--- src/design/icvt_defs.svh ---
/*
 * Offsets, field positions and timing counts of the current-trim and
 * voltage-target register bank. Assumes a 40 MHz system clock.
 */
`ifndef ICVT_DEFS_SVH
`define ICVT_DEFS_SVH

// ****************************************************************
// Register offsets
// ****************************************************************
`define ICVT_OFS_CUR_CAL 8'hA5
`define ICVT_OFS_VOUT_TGT 8'hA6
`define ICVT_OFS_VID_RB 8'hA7

// ****************************************************************
// Fields
// ****************************************************************
`define ICVT_GAIN_MSB 7
`define ICVT_GAIN_LSB 4
`define ICVT_OFS_MSB 3
`define ICVT_OFS_LSB 0
`define ICVT_SRC_I2C 2'h2
`define ICVT_OFS_NEG_BASE 12'h008
`define ICVT_OFS_POS_BASE 12'h007
`define ICVT_OFS_TOP_CODE 4'hF

// ****************************************************************
// Timing
// ****************************************************************
`define ICVT_CLK_HZ 40000000
`define ICVT_UPDATE_NS 190000
`define ICVT_UPDATE_CYC ((`ICVT_UPDATE_NS / 1000) * (`ICVT_CLK_HZ / 1000000))
`define ICVT_SLEW_DIV 4

`endif

--- src/design/icvt_pkg.sv ---
/*
 * Types of the current-trim and voltage-target register bank.
 * Assumes nothing of its surroundings.
 */
package icvt_pkg;
  typedef enum logic [1:0] {
    ICVT_OFF = 2'h0,
    ICVT_SOFT_START = 2'h1,
    ICVT_RUN = 2'h3,
    ICVT_SOFT_STOP = 2'h2
  } icvt_pwr_t;
  typedef logic [7:0] icvt_byte_t;
endpackage

--- src/design/icvt_ramp_if.sv ---
/*
 * Carries the voltage ramp request and state between the bank and its ramp.
 * Assumes both ends share one clock.
 */
`timescale 1ns/10ps
`default_nettype none
interface icvt_ramp_if;
  logic [7:0] target;
  logic load;
  logic [3:0] fast_slew;
  logic [7:0] level;
  logic moving;
  modport bank (output target, output load, output fast_slew, input level, input moving);
  modport ramp (input target, input load, input fast_slew, output level, output moving);
endinterface
`default_nettype wire

--- src/design/icvt_ramp.sv ---
/*
 * Steps the commanded level toward the target at a quarter of the fast slew.
 * Assumes fast_slew gives clocks per step at the fast rate, zero meaning one.
 */
`timescale 1ns/10ps
`default_nettype none
`include "icvt_defs.svh"
module icvt_ramp (
  // Clock and reset
  input wire logic sys_clk_i,
  input wire logic rst_i,
  // Ramp link
  icvt_ramp_if.ramp rmp
);
  import icvt_pkg::*;
  logic [7:0] tgt, next_tgt, lvl, next_lvl;
  logic [5:0] cnt, next_cnt;
  logic [6:0] period;

  always_comb begin
    // The slowest period, 64 clocks, needs seven bits.
    period = 7'({3'h0, rmp.fast_slew} + 7'h1) * 7'(`ICVT_SLEW_DIV);
    next_tgt = tgt;
    next_lvl = lvl;
    next_cnt = cnt;
    if (rmp.load) begin
      next_tgt = rmp.target;
      next_cnt = 6'h0;
    end else if (lvl != tgt) begin
      if ({1'b0, cnt} + 7'h1 >= period) begin
        next_cnt = 6'h0;
        next_lvl = (lvl < tgt) ? lvl + 8'h1 : lvl - 8'h1;
      end else begin
        next_cnt = cnt + 6'h1;
      end
    end
  end

  always_ff @(posedge sys_clk_i or posedge rst_i) begin
    if (rst_i) begin
      tgt <= 8'h00;
      lvl <= 8'h00;
      cnt <= 6'h0;
    end else begin
      tgt <= next_tgt;
      lvl <= next_lvl;
      cnt <= next_cnt;
    end
  end

  assign rmp.level = lvl;
  assign rmp.moving = (lvl != tgt);

  a_ramp_one_step: assert property (@(posedge sys_clk_i) disable iff (rst_i)
    (lvl != $past(lvl)) |-> (lvl - $past(lvl) == 8'h01 || $past(lvl) - lvl == 8'h01))
    else $error("ramp moved more than one code");
endmodule
`default_nettype wire

--- src/design/icvt_regs.sv ---
/*
 * Byte registers for input-current trim, output-voltage target and the
 * commanded-code readback, plus the trimmed current reading.
 * Assumes a byte-wide register port decoded from the two-wire bus engine,
 * which takes the acknowledge decision in the cycle after the write strobe.
 */
`timescale 1ns/10ps
`default_nettype none
`include "icvt_defs.svh"
module icvt_regs #(
  parameter int unsigned UPDATE_CYC = `ICVT_UPDATE_CYC
) (
  // Clock and reset
  input wire logic sys_clk_i,
  input wire logic rst_i,
  // Register port
  input wire logic [7:0] reg_addr_i,
  input wire logic reg_wr_i,
  input wire logic reg_rd_i,
  input wire icvt_pkg::icvt_byte_t reg_wdata_i,
  output var icvt_pkg::icvt_byte_t reg_rdata_o,
  output logic reg_ack_o,
  output logic reg_nack_o,
  // Nonvolatile defaults, loaded on nvm_load_i
  input wire logic nvm_load_i,
  input wire icvt_pkg::icvt_byte_t nvm_cur_cal_i,
  input wire icvt_pkg::icvt_byte_t nvm_vout_tgt_i,
  // Configuration from other registers
  input wire logic [1:0] voltage_control_source_select_i,
  input wire logic [1:0] protocol_identifier_field_i,
  input wire logic [3:0] fast_slew_i,
  input wire icvt_pkg::icvt_pwr_t pwr_state_i,
  // Voltage-ID bus
  input wire logic vid_bus_set_i,
  input wire icvt_pkg::icvt_byte_t vid_bus_code_i,
  // Telemetry
  input wire logic [11:0] adc_iin_i,
  input wire logic adc_valid_i,
  output logic [11:0] input_current_reading_o,
  // Converter control
  output logic [7:0] vout_level_o,
  output logic vout_moving_o,
  output logic step_5mv_o,
  output logic [7:0] commanded_voltage_readback_o
);
  import icvt_pkg::*;

  // ****************************************************************
  // Helpers
  // ****************************************************************
  // Offset in units of 0.25 A: codes 0 to 7 give -8 to -1, codes 8 to 14 give +1 to +7.
  // Code 15 repeats +7 so that the positive range stops at +1.75 A.
  function automatic logic [11:0] ofs_q(input logic [3:0] code);
    if (!code[3]) begin
      ofs_q = 12'({8'h00, code} - `ICVT_OFS_NEG_BASE);
    end else if (code == `ICVT_OFS_TOP_CODE) begin
      ofs_q = `ICVT_OFS_POS_BASE;
    end else begin
      ofs_q = 12'({8'h00, code} - `ICVT_OFS_POS_BASE);
    end
  endfunction

  // Gain in units of 0.5 percent, -7 .. +8.
  function automatic logic signed [4:0] gain_half_pct(input logic [3:0] code);
    gain_half_pct = $signed({1'b0, code}) - 5'sd7;
  endfunction

  // ****************************************************************
  // Registers
  // ****************************************************************
  icvt_byte_t cur_cal, next_cur_cal;
  icvt_byte_t vout_tgt, next_vout_tgt;
  icvt_byte_t last_cmd, next_last_cmd;
  icvt_byte_t readback, next_readback;
  icvt_byte_t rdata, next_rdata;
  logic ack, next_ack, nack, next_nack, load, next_load;
  logic [11:0] reading, next_reading;
  logic [31:0] tick, next_tick;
  logic wr_tgt_ok;
  logic signed [24:0] scaled;

  icvt_ramp_if rif();
  icvt_ramp u_ramp (
    .sys_clk_i(sys_clk_i),
    .rst_i(rst_i),
    .rmp(rif)
  );

  assign rif.target = last_cmd;
  assign rif.load = load;
  assign rif.fast_slew = fast_slew_i;

  always_comb begin
    wr_tgt_ok = pwr_state_i == ICVT_RUN || pwr_state_i == ICVT_OFF;
    next_cur_cal = cur_cal;
    next_vout_tgt = vout_tgt;
    next_last_cmd = last_cmd;
    next_readback = readback;
    next_rdata = rdata;
    next_ack = 1'b0;
    next_nack = 1'b0;
    next_load = 1'b0;
    next_tick = tick;
    next_reading = reading;
    scaled = 25'sd0;
    if (nvm_load_i) begin
      next_cur_cal = nvm_cur_cal_i;
      next_vout_tgt = nvm_vout_tgt_i;
      next_last_cmd = nvm_vout_tgt_i;
      next_load = 1'b1;
    end else if (reg_wr_i) begin
      case (reg_addr_i)
        `ICVT_OFS_CUR_CAL: begin
          next_cur_cal = reg_wdata_i;
          next_ack = 1'b1;
        end
        `ICVT_OFS_VOUT_TGT: begin
          if (wr_tgt_ok) begin
            next_vout_tgt = reg_wdata_i;
            next_ack = 1'b1;
            if (voltage_control_source_select_i == `ICVT_SRC_I2C) begin
              next_last_cmd = reg_wdata_i;
              next_load = 1'b1;
            end
          end else begin
            next_nack = 1'b1;
          end
        end
        default: next_nack = 1'b1;
      endcase
    end else if (vid_bus_set_i) begin
      next_last_cmd = vid_bus_code_i;
      next_load = 1'b1;
    end
    if (reg_rd_i) begin
      case (reg_addr_i)
        `ICVT_OFS_CUR_CAL: next_rdata = cur_cal;
        `ICVT_OFS_VOUT_TGT: next_rdata = vout_tgt;
        `ICVT_OFS_VID_RB: next_rdata = readback;
        default: next_rdata = 8'h00;
      endcase
      next_ack = 1'b1;
    end
    if (tick + 32'h1 >= 32'(UPDATE_CYC)) begin
      next_tick = 32'h0;
      next_readback = last_cmd;
    end else begin
      next_tick = tick + 32'h1;
    end
    if (adc_valid_i) begin
      // Gain first (0.5 percent steps), then unclamped offset add.
      scaled = $signed({13'h0, adc_iin_i}) * 25'(gain_half_pct(
        cur_cal[`ICVT_GAIN_MSB:`ICVT_GAIN_LSB])) / 25'sd200;
      next_reading = 12'(scaled + $signed({13'h0, adc_iin_i}))
        + ofs_q(cur_cal[`ICVT_OFS_MSB:`ICVT_OFS_LSB]);
    end
  end

  always_ff @(posedge sys_clk_i or posedge rst_i) begin
    if (rst_i) begin
      cur_cal <= 8'h00;
      vout_tgt <= 8'h00;
      last_cmd <= 8'h00;
      readback <= 8'h00;
      rdata <= 8'h00;
      ack <= 1'b0;
      nack <= 1'b0;
      load <= 1'b0;
      tick <= 32'h0;
      reading <= 12'h000;
    end else begin
      cur_cal <= next_cur_cal;
      vout_tgt <= next_vout_tgt;
      last_cmd <= next_last_cmd;
      readback <= next_readback;
      rdata <= next_rdata;
      ack <= next_ack;
      nack <= next_nack;
      load <= next_load;
      tick <= next_tick;
      reading <= next_reading;
    end
  end

  // ****************************************************************
  // Outputs
  // ****************************************************************
  logic [7:0] lvl_q;
  logic mov_q, step_q;
  always_ff @(posedge sys_clk_i or posedge rst_i) begin
    if (rst_i) begin
      lvl_q <= 8'h00;
      mov_q <= 1'b0;
      step_q <= 1'b0;
    end else begin
      lvl_q <= rif.level;
      mov_q <= rif.moving;
      step_q <= protocol_identifier_field_i[0] ^ protocol_identifier_field_i[1];
    end
  end

  assign reg_rdata_o = rdata;
  assign reg_ack_o = ack;
  assign reg_nack_o = nack;
  assign input_current_reading_o = reading;
  assign vout_level_o = lvl_q;
  assign vout_moving_o = mov_q;
  assign step_5mv_o = step_q;
  assign commanded_voltage_readback_o = readback;

  // ****************************************************************
  // Checks
  // ****************************************************************
  a_nack_soft_ramp: assert property (@(posedge sys_clk_i) disable iff (rst_i)
    (reg_wr_i && !nvm_load_i && reg_addr_i == `ICVT_OFS_VOUT_TGT
     && (pwr_state_i == ICVT_SOFT_START || pwr_state_i == ICVT_SOFT_STOP))
    |=> reg_nack_o && !reg_ack_o && $stable(vout_tgt))
    else $error("target write not refused");
  a_ack_after_start: assert property (@(posedge sys_clk_i) disable iff (rst_i)
    (reg_wr_i && !nvm_load_i && reg_addr_i == `ICVT_OFS_VOUT_TGT && pwr_state_i == ICVT_RUN)
    |=> reg_ack_o && vout_tgt == $past(reg_wdata_i))
    else $error("target write not taken");
  a_src_gate: assert property (@(posedge sys_clk_i) disable iff (rst_i)
    (reg_wr_i && !nvm_load_i && voltage_control_source_select_i != `ICVT_SRC_I2C)
    |=> !load)
    else $error("target steered with wrong source");
  a_redirect_now: assert property (@(posedge sys_clk_i) disable iff (rst_i)
    load |=> u_ramp.tgt == $past(last_cmd))
    else $error("ramp not redirected");
  a_rb_readonly: assert property (@(posedge sys_clk_i) disable iff (rst_i)
    (reg_wr_i && !nvm_load_i && reg_addr_i == `ICVT_OFS_VID_RB) |=> reg_nack_o)
    else $error("readback write acked");
  a_rb_sync: assert property (@(posedge sys_clk_i) disable iff (rst_i)
    (tick == 32'(UPDATE_CYC) - 32'h1) |=> readback == $past(last_cmd))
    else $error("readback not refreshed");
  a_rb_hold: assert property (@(posedge sys_clk_i) disable iff (rst_i)
    (tick != 32'(UPDATE_CYC) - 32'h1) |=> $stable(readback))
    else $error("readback changed off tick");
  a_step_select: assert property (@(posedge sys_clk_i) disable iff (rst_i)
    ##1 step_5mv_o == ($past(protocol_identifier_field_i) == 2'h1
      || $past(protocol_identifier_field_i) == 2'h2))
    else $error("step size wrong");
  a_offset_wrap: assert property (@(posedge sys_clk_i) disable iff (rst_i)
    (adc_valid_i && adc_iin_i == 12'h000 && cur_cal == 8'h70) |=> reading == 12'hFF8)
    else $error("negative offset did not wrap");

  c_nack: cover property (@(posedge sys_clk_i) reg_nack_o && pwr_state_i == ICVT_SOFT_START);
  c_retarget: cover property (@(posedge sys_clk_i) load && vout_moving_o);
  c_vid_set: cover property (@(posedge sys_clk_i) vid_bus_set_i ##1 load);
  c_rb_read: cover property (@(posedge sys_clk_i) reg_rd_i && reg_addr_i == `ICVT_OFS_VID_RB);
endmodule
`default_nettype wire

--- config.mk ---
export PLATFORM = sky130hd
export DESIGN_NAME = icvt_regs
export DESIGN_NICKNAME = d
export VERILOG_FILES = /design/src/design/icvt_pkg.sv /design/src/design/icvt_ramp_if.sv /design/src/design/icvt_ramp.sv /design/src/design/icvt_regs.sv
export VERILOG_INCLUDE_DIRS = /design/src /design/src/design
export SDC_FILE = /design/constraint.sdc
export NUM_CORES = 1
export LEC_CHECK = 0
export BUFFER_PORTS_ARGS = -buffer_cell sky130_fd_sc_hd__buf_2
export CORE_MARGIN = 2
export CORE_UTILIZATION = 62
export DETAILED_ROUTE_END_ITERATION = 12
export HOLD_SLACK_MARGIN = 0.15
export PLACE_DENSITY_LB_ADDON = 0.12
export SYNTH_ARGS = -nofsm -noshare
export SYNTH_HDL_FRONTEND = slang
export SYNTH_SLANG_ARGS = --single-unit
--- constraint.sdc ---
create_clock -name sys_clk_i -period 15.5 [get_ports sys_clk_i]
set_input_delay 4.65 -clock sys_clk_i [delete_from_list [all_inputs] [get_ports sys_clk_i]]
set_output_delay 4.65 -clock sys_clk_i [all_outputs]
set_load 0.01 [all_outputs]
==> reports/results.txt <==
Die Y = 141.4 µm
Htree depth = 4
DR pass1 iterations = 6
Most used cell, CP = buf_4
First-pass GRT wire length = 60500 µm
Initial DRC count = 1155
Post-route setup slack = -1.620 ns
Synth Register Bits = 119
DR DRC count = 0
RSZ-0062 raised after global routing = yes
Max Clk Rate = 0.05841 GHz
Number of setup violations in the final report = 10
Cell variety after synth = 120
Status = finished with violations
FP Rows = 50
Min Tclk post-route = 17.12 ns
Fillers = 865
Die ar. = 20010 µm²
Critical Path Sink Type = flop
Violated checks = setup timing
Post-synth EDFFs = 0
FF/Latch Area = 2978 µm²
Kind of critical path = in2reg
Vias = 12.49k
Grt total ovfl = 0
CTS tree = built
Clock Tree Buf Depth = 2
Final net count = 1907
Final Hold Fails = 0
Clock Tree Root = clkbuf_16
Final TNS setup = -8.812 ns
Clock buffer count from CTS = 17
Max cap viols = 0
Worst-path fanout max = 8
Fin. max-slew vios = 0
Yosys warning total = 0
Max stage delay on crit path = 0.54 ns
GRT Overall Usage = 37.49%
Ports = 109
Tcrit/Tclk final = 110.4%
Gate count of the mapped netlist = 1325
Clk slew on worst S/H paths = 0.06 ns
CTS Hold Bufs = 0
Mapped cell area = 11710 µm²
Skew final = 0.01271 ns
Antenna violations before repair = 0
Largest net degree at the start of global routing = 72
Starting Density = 62.83%
Port-buffer cells = 108
CP required = 15.80 ns
Vias per inst = 6.350
Post-synthesis area per instance = 8.840 µm²
Share of layout cells above drive strength 1 = 39.35%
WL/cell = 20.56 µm
Worst-margin pin slew = 1.188 ns
Sink Count = 119
Rel. slew slack = 20.22%
Area of the multi-input gates = 9165 µm²
Share of synthesized registers carrying an async set or reset = 100.0%
Clock latency on the worst-skew pair = 0.43 ns
Startpoint Class = input port
Number of global-route vias before repair = 12.36k
Worst EP arrival = 17.42 ns
Detail Placement HPWL = 25170 µm
Core area = 18640 µm²
Post-DRT Antenna Nets = 0
Ant diodes = 0
Hold Path Class = reg2reg
Area growth, synth to finish = 39.54%
GP Congestion = 0.9414
Final wirelength = 40440 µm
Synth Flop Type = dfrtp_1
Sequential area share after synthesis = 25.42%
CP max stage cell = fa_1
Die W = 141.4 µm
[cells by family after synthesis]
| kind of cell | synth area share, % |
|---|---|
| AOI/OAI and AO/OA | 20.97 |
| xor gates and xnor gates | 6.698 |
| adders and majority gates | 15.59 |
| buffers and inverters | 5.662 |
| DFF | 25.42 |
| muxes | 7.360 |
| other | 0.03202 |
| and+or+nand+nor | 18.27 |
[cells in the final DEF (no fill, tap or decap), types with 13 or more instances in the layout]
cell and count:
nand2_1 83, xnor2_1 55, fa_1 42, mux2i_1 31, buf_4 277, xor2_1 21
inv_1 121, mux2_2 39, nand3_1 38, clkbuf_16 17, buf_2 101, a21oi_2 15
conb_1 19, dfrtp_1 119, nor2_1 100, and2_1 30, ha_1 61, o22ai_1 13
o21ai_0 44, nor3_1 22, buf_6 19, a21oi_1 60
[cell usage after synthesis (7+ instances only)]
cell type | number | share of area [%]
nand2b_1 | 10 | 0.53
o211ai_1 | 12 | 0.77
o21bai_1 | 13 | 0.83
o22ai_1 | 14 | 0.75
clkbuf_1 | 30 | 0.96
a31oi_1 | 10 | 0.53
mux2i_1 | 34 | 2.9
a22oi_1 | 11 | 0.71
a21o_1 | 13 | 0.83
xnor2_1 | 60 | 4.5
and3_1 | 15 | 0.80
fa_1 | 44 | 7.5
dfrtp_1 | 119 | 25
nor4_1 | 7 | 0.37
mux2_2 | 44 | 4.2
inv_1 | 129 | 4.1
or3_1 | 10 | 0.53
ha_1 | 73 | 7.8
nor3_1 | 26 | 1.1
nor2b_1 | 9 | 0.48
nand3_1 | 45 | 1.9
and2_1 | 37 | 2.0
xor2_1 | 24 | 1.8
o21ai_0 | 54 | 2.3
nand4_1 | 12 | 0.64
o21a_1 | 8 | 0.51
nor2_1 | 108 | 3.5
nand2_1 | 91 | 2.9
a21oi_1 | 75 | 3.2
o21ai_1 | 7 | 0.30
a211oi_1 | 8 | 0.51
[what timing repair did]
action | CTS | global route
buffers inserted | 41 | 31
pin swaps | 65 | 73
hold endpoints to repair | 0 | 0
gates resized for setup | 121 | 76
cloned | 0 | 0
endpoints found under the setup margin | 10 | 11
[state kept, by name, indices dropped and copies added, names as in the netlist]
register                      count
input_current_reading_o          12
vout_level_o                      8
step_5mv_o                        1
u_ramp.tgt                        8
reg_ack_o                         1
cur_cal                           8
reg_nack_o                        1
u_ramp.cnt                        6
reg_rdata_o                       8
vout_tgt                          8
commanded_voltage_readback_o      8
vout_moving_o                     1
u_ramp.rmp.level                  8
tick                             32
last_cmd                          8
load                              1
[critical path: cells and delay by family]
kind / cells / cell delay, ns
AOI/OAI and AO/OA: 28 / 5.78
xor gates and xnor gates: 2 / 0.34
adders and majority gates: 9 / 3.08
buffers and inverters: 11 / 1.54
and+or+nand+nor: 11 / 2.03
[per-layer routing]
metal	part of all wire (%)	GRT usage, %
met3	7.1	6.817
met1	38	44.84
met4	6.1	18.37
met5	0	0
met2	49	65.28
[final cells by class]
type,instances,area share [%]
clock inverters,13,0.8957
well taps,234,1.791
repair buffers,399,17.31
multi-input cells,1054,56.08
inverters,130,3.016
clock buffers,18,2.687
flip-flops and latches,119,18.22
[worst paths after layout]
path | to | depth (start not counted) | startpoint | slack [ns]
min reg2reg | vout_level_o[6] | 0 | u_ramp.rmp.level[6] | 0.45
min in group asynchronous | input_current_reading_o[0] | 2 | rst_i | 4.32
max | input_current_reading_o[11] | 61 | adc_iin_i[3] | -1.62
max in group asynchronous | cur_cal[5] | 3 | rst_i | 9.79
min | vout_level_o[6] | 0 | u_ramp.rmp.level[6] | 0.45
max reg2reg | input_current_reading_o[11] | 62 | cur_cal[4] | 0.56
[stage by stage]
| stage | cell area [µm²] | utilization [%] | hold WS, ns | setup slack [ns] | cells |
|---|---|---|---|---|---|
| floorplan | 12010 | - | 0.3988 | -0.6731 | 1343 |
| global placement | 14330 | 76.85 | 0.4276 | -1.148 | 1871 |
| detailed placement | 14330 | 76.85 | 0.4298 | -1.499 | 1871 |
| CTS | 15800 | 84.72 | 0.4482 | -0.7033 | 1941 |
| global route | 16340 | 87.66 | 0.4645 | -1.980 | 1967 |
| finish | 16340 | 87.66 | 0.4492 | -1.620 | 1967 |
Power is left out: the tool's default activity adds up to more than one toggle a clock period on the data nets, which glitch-free logic cannot reach.
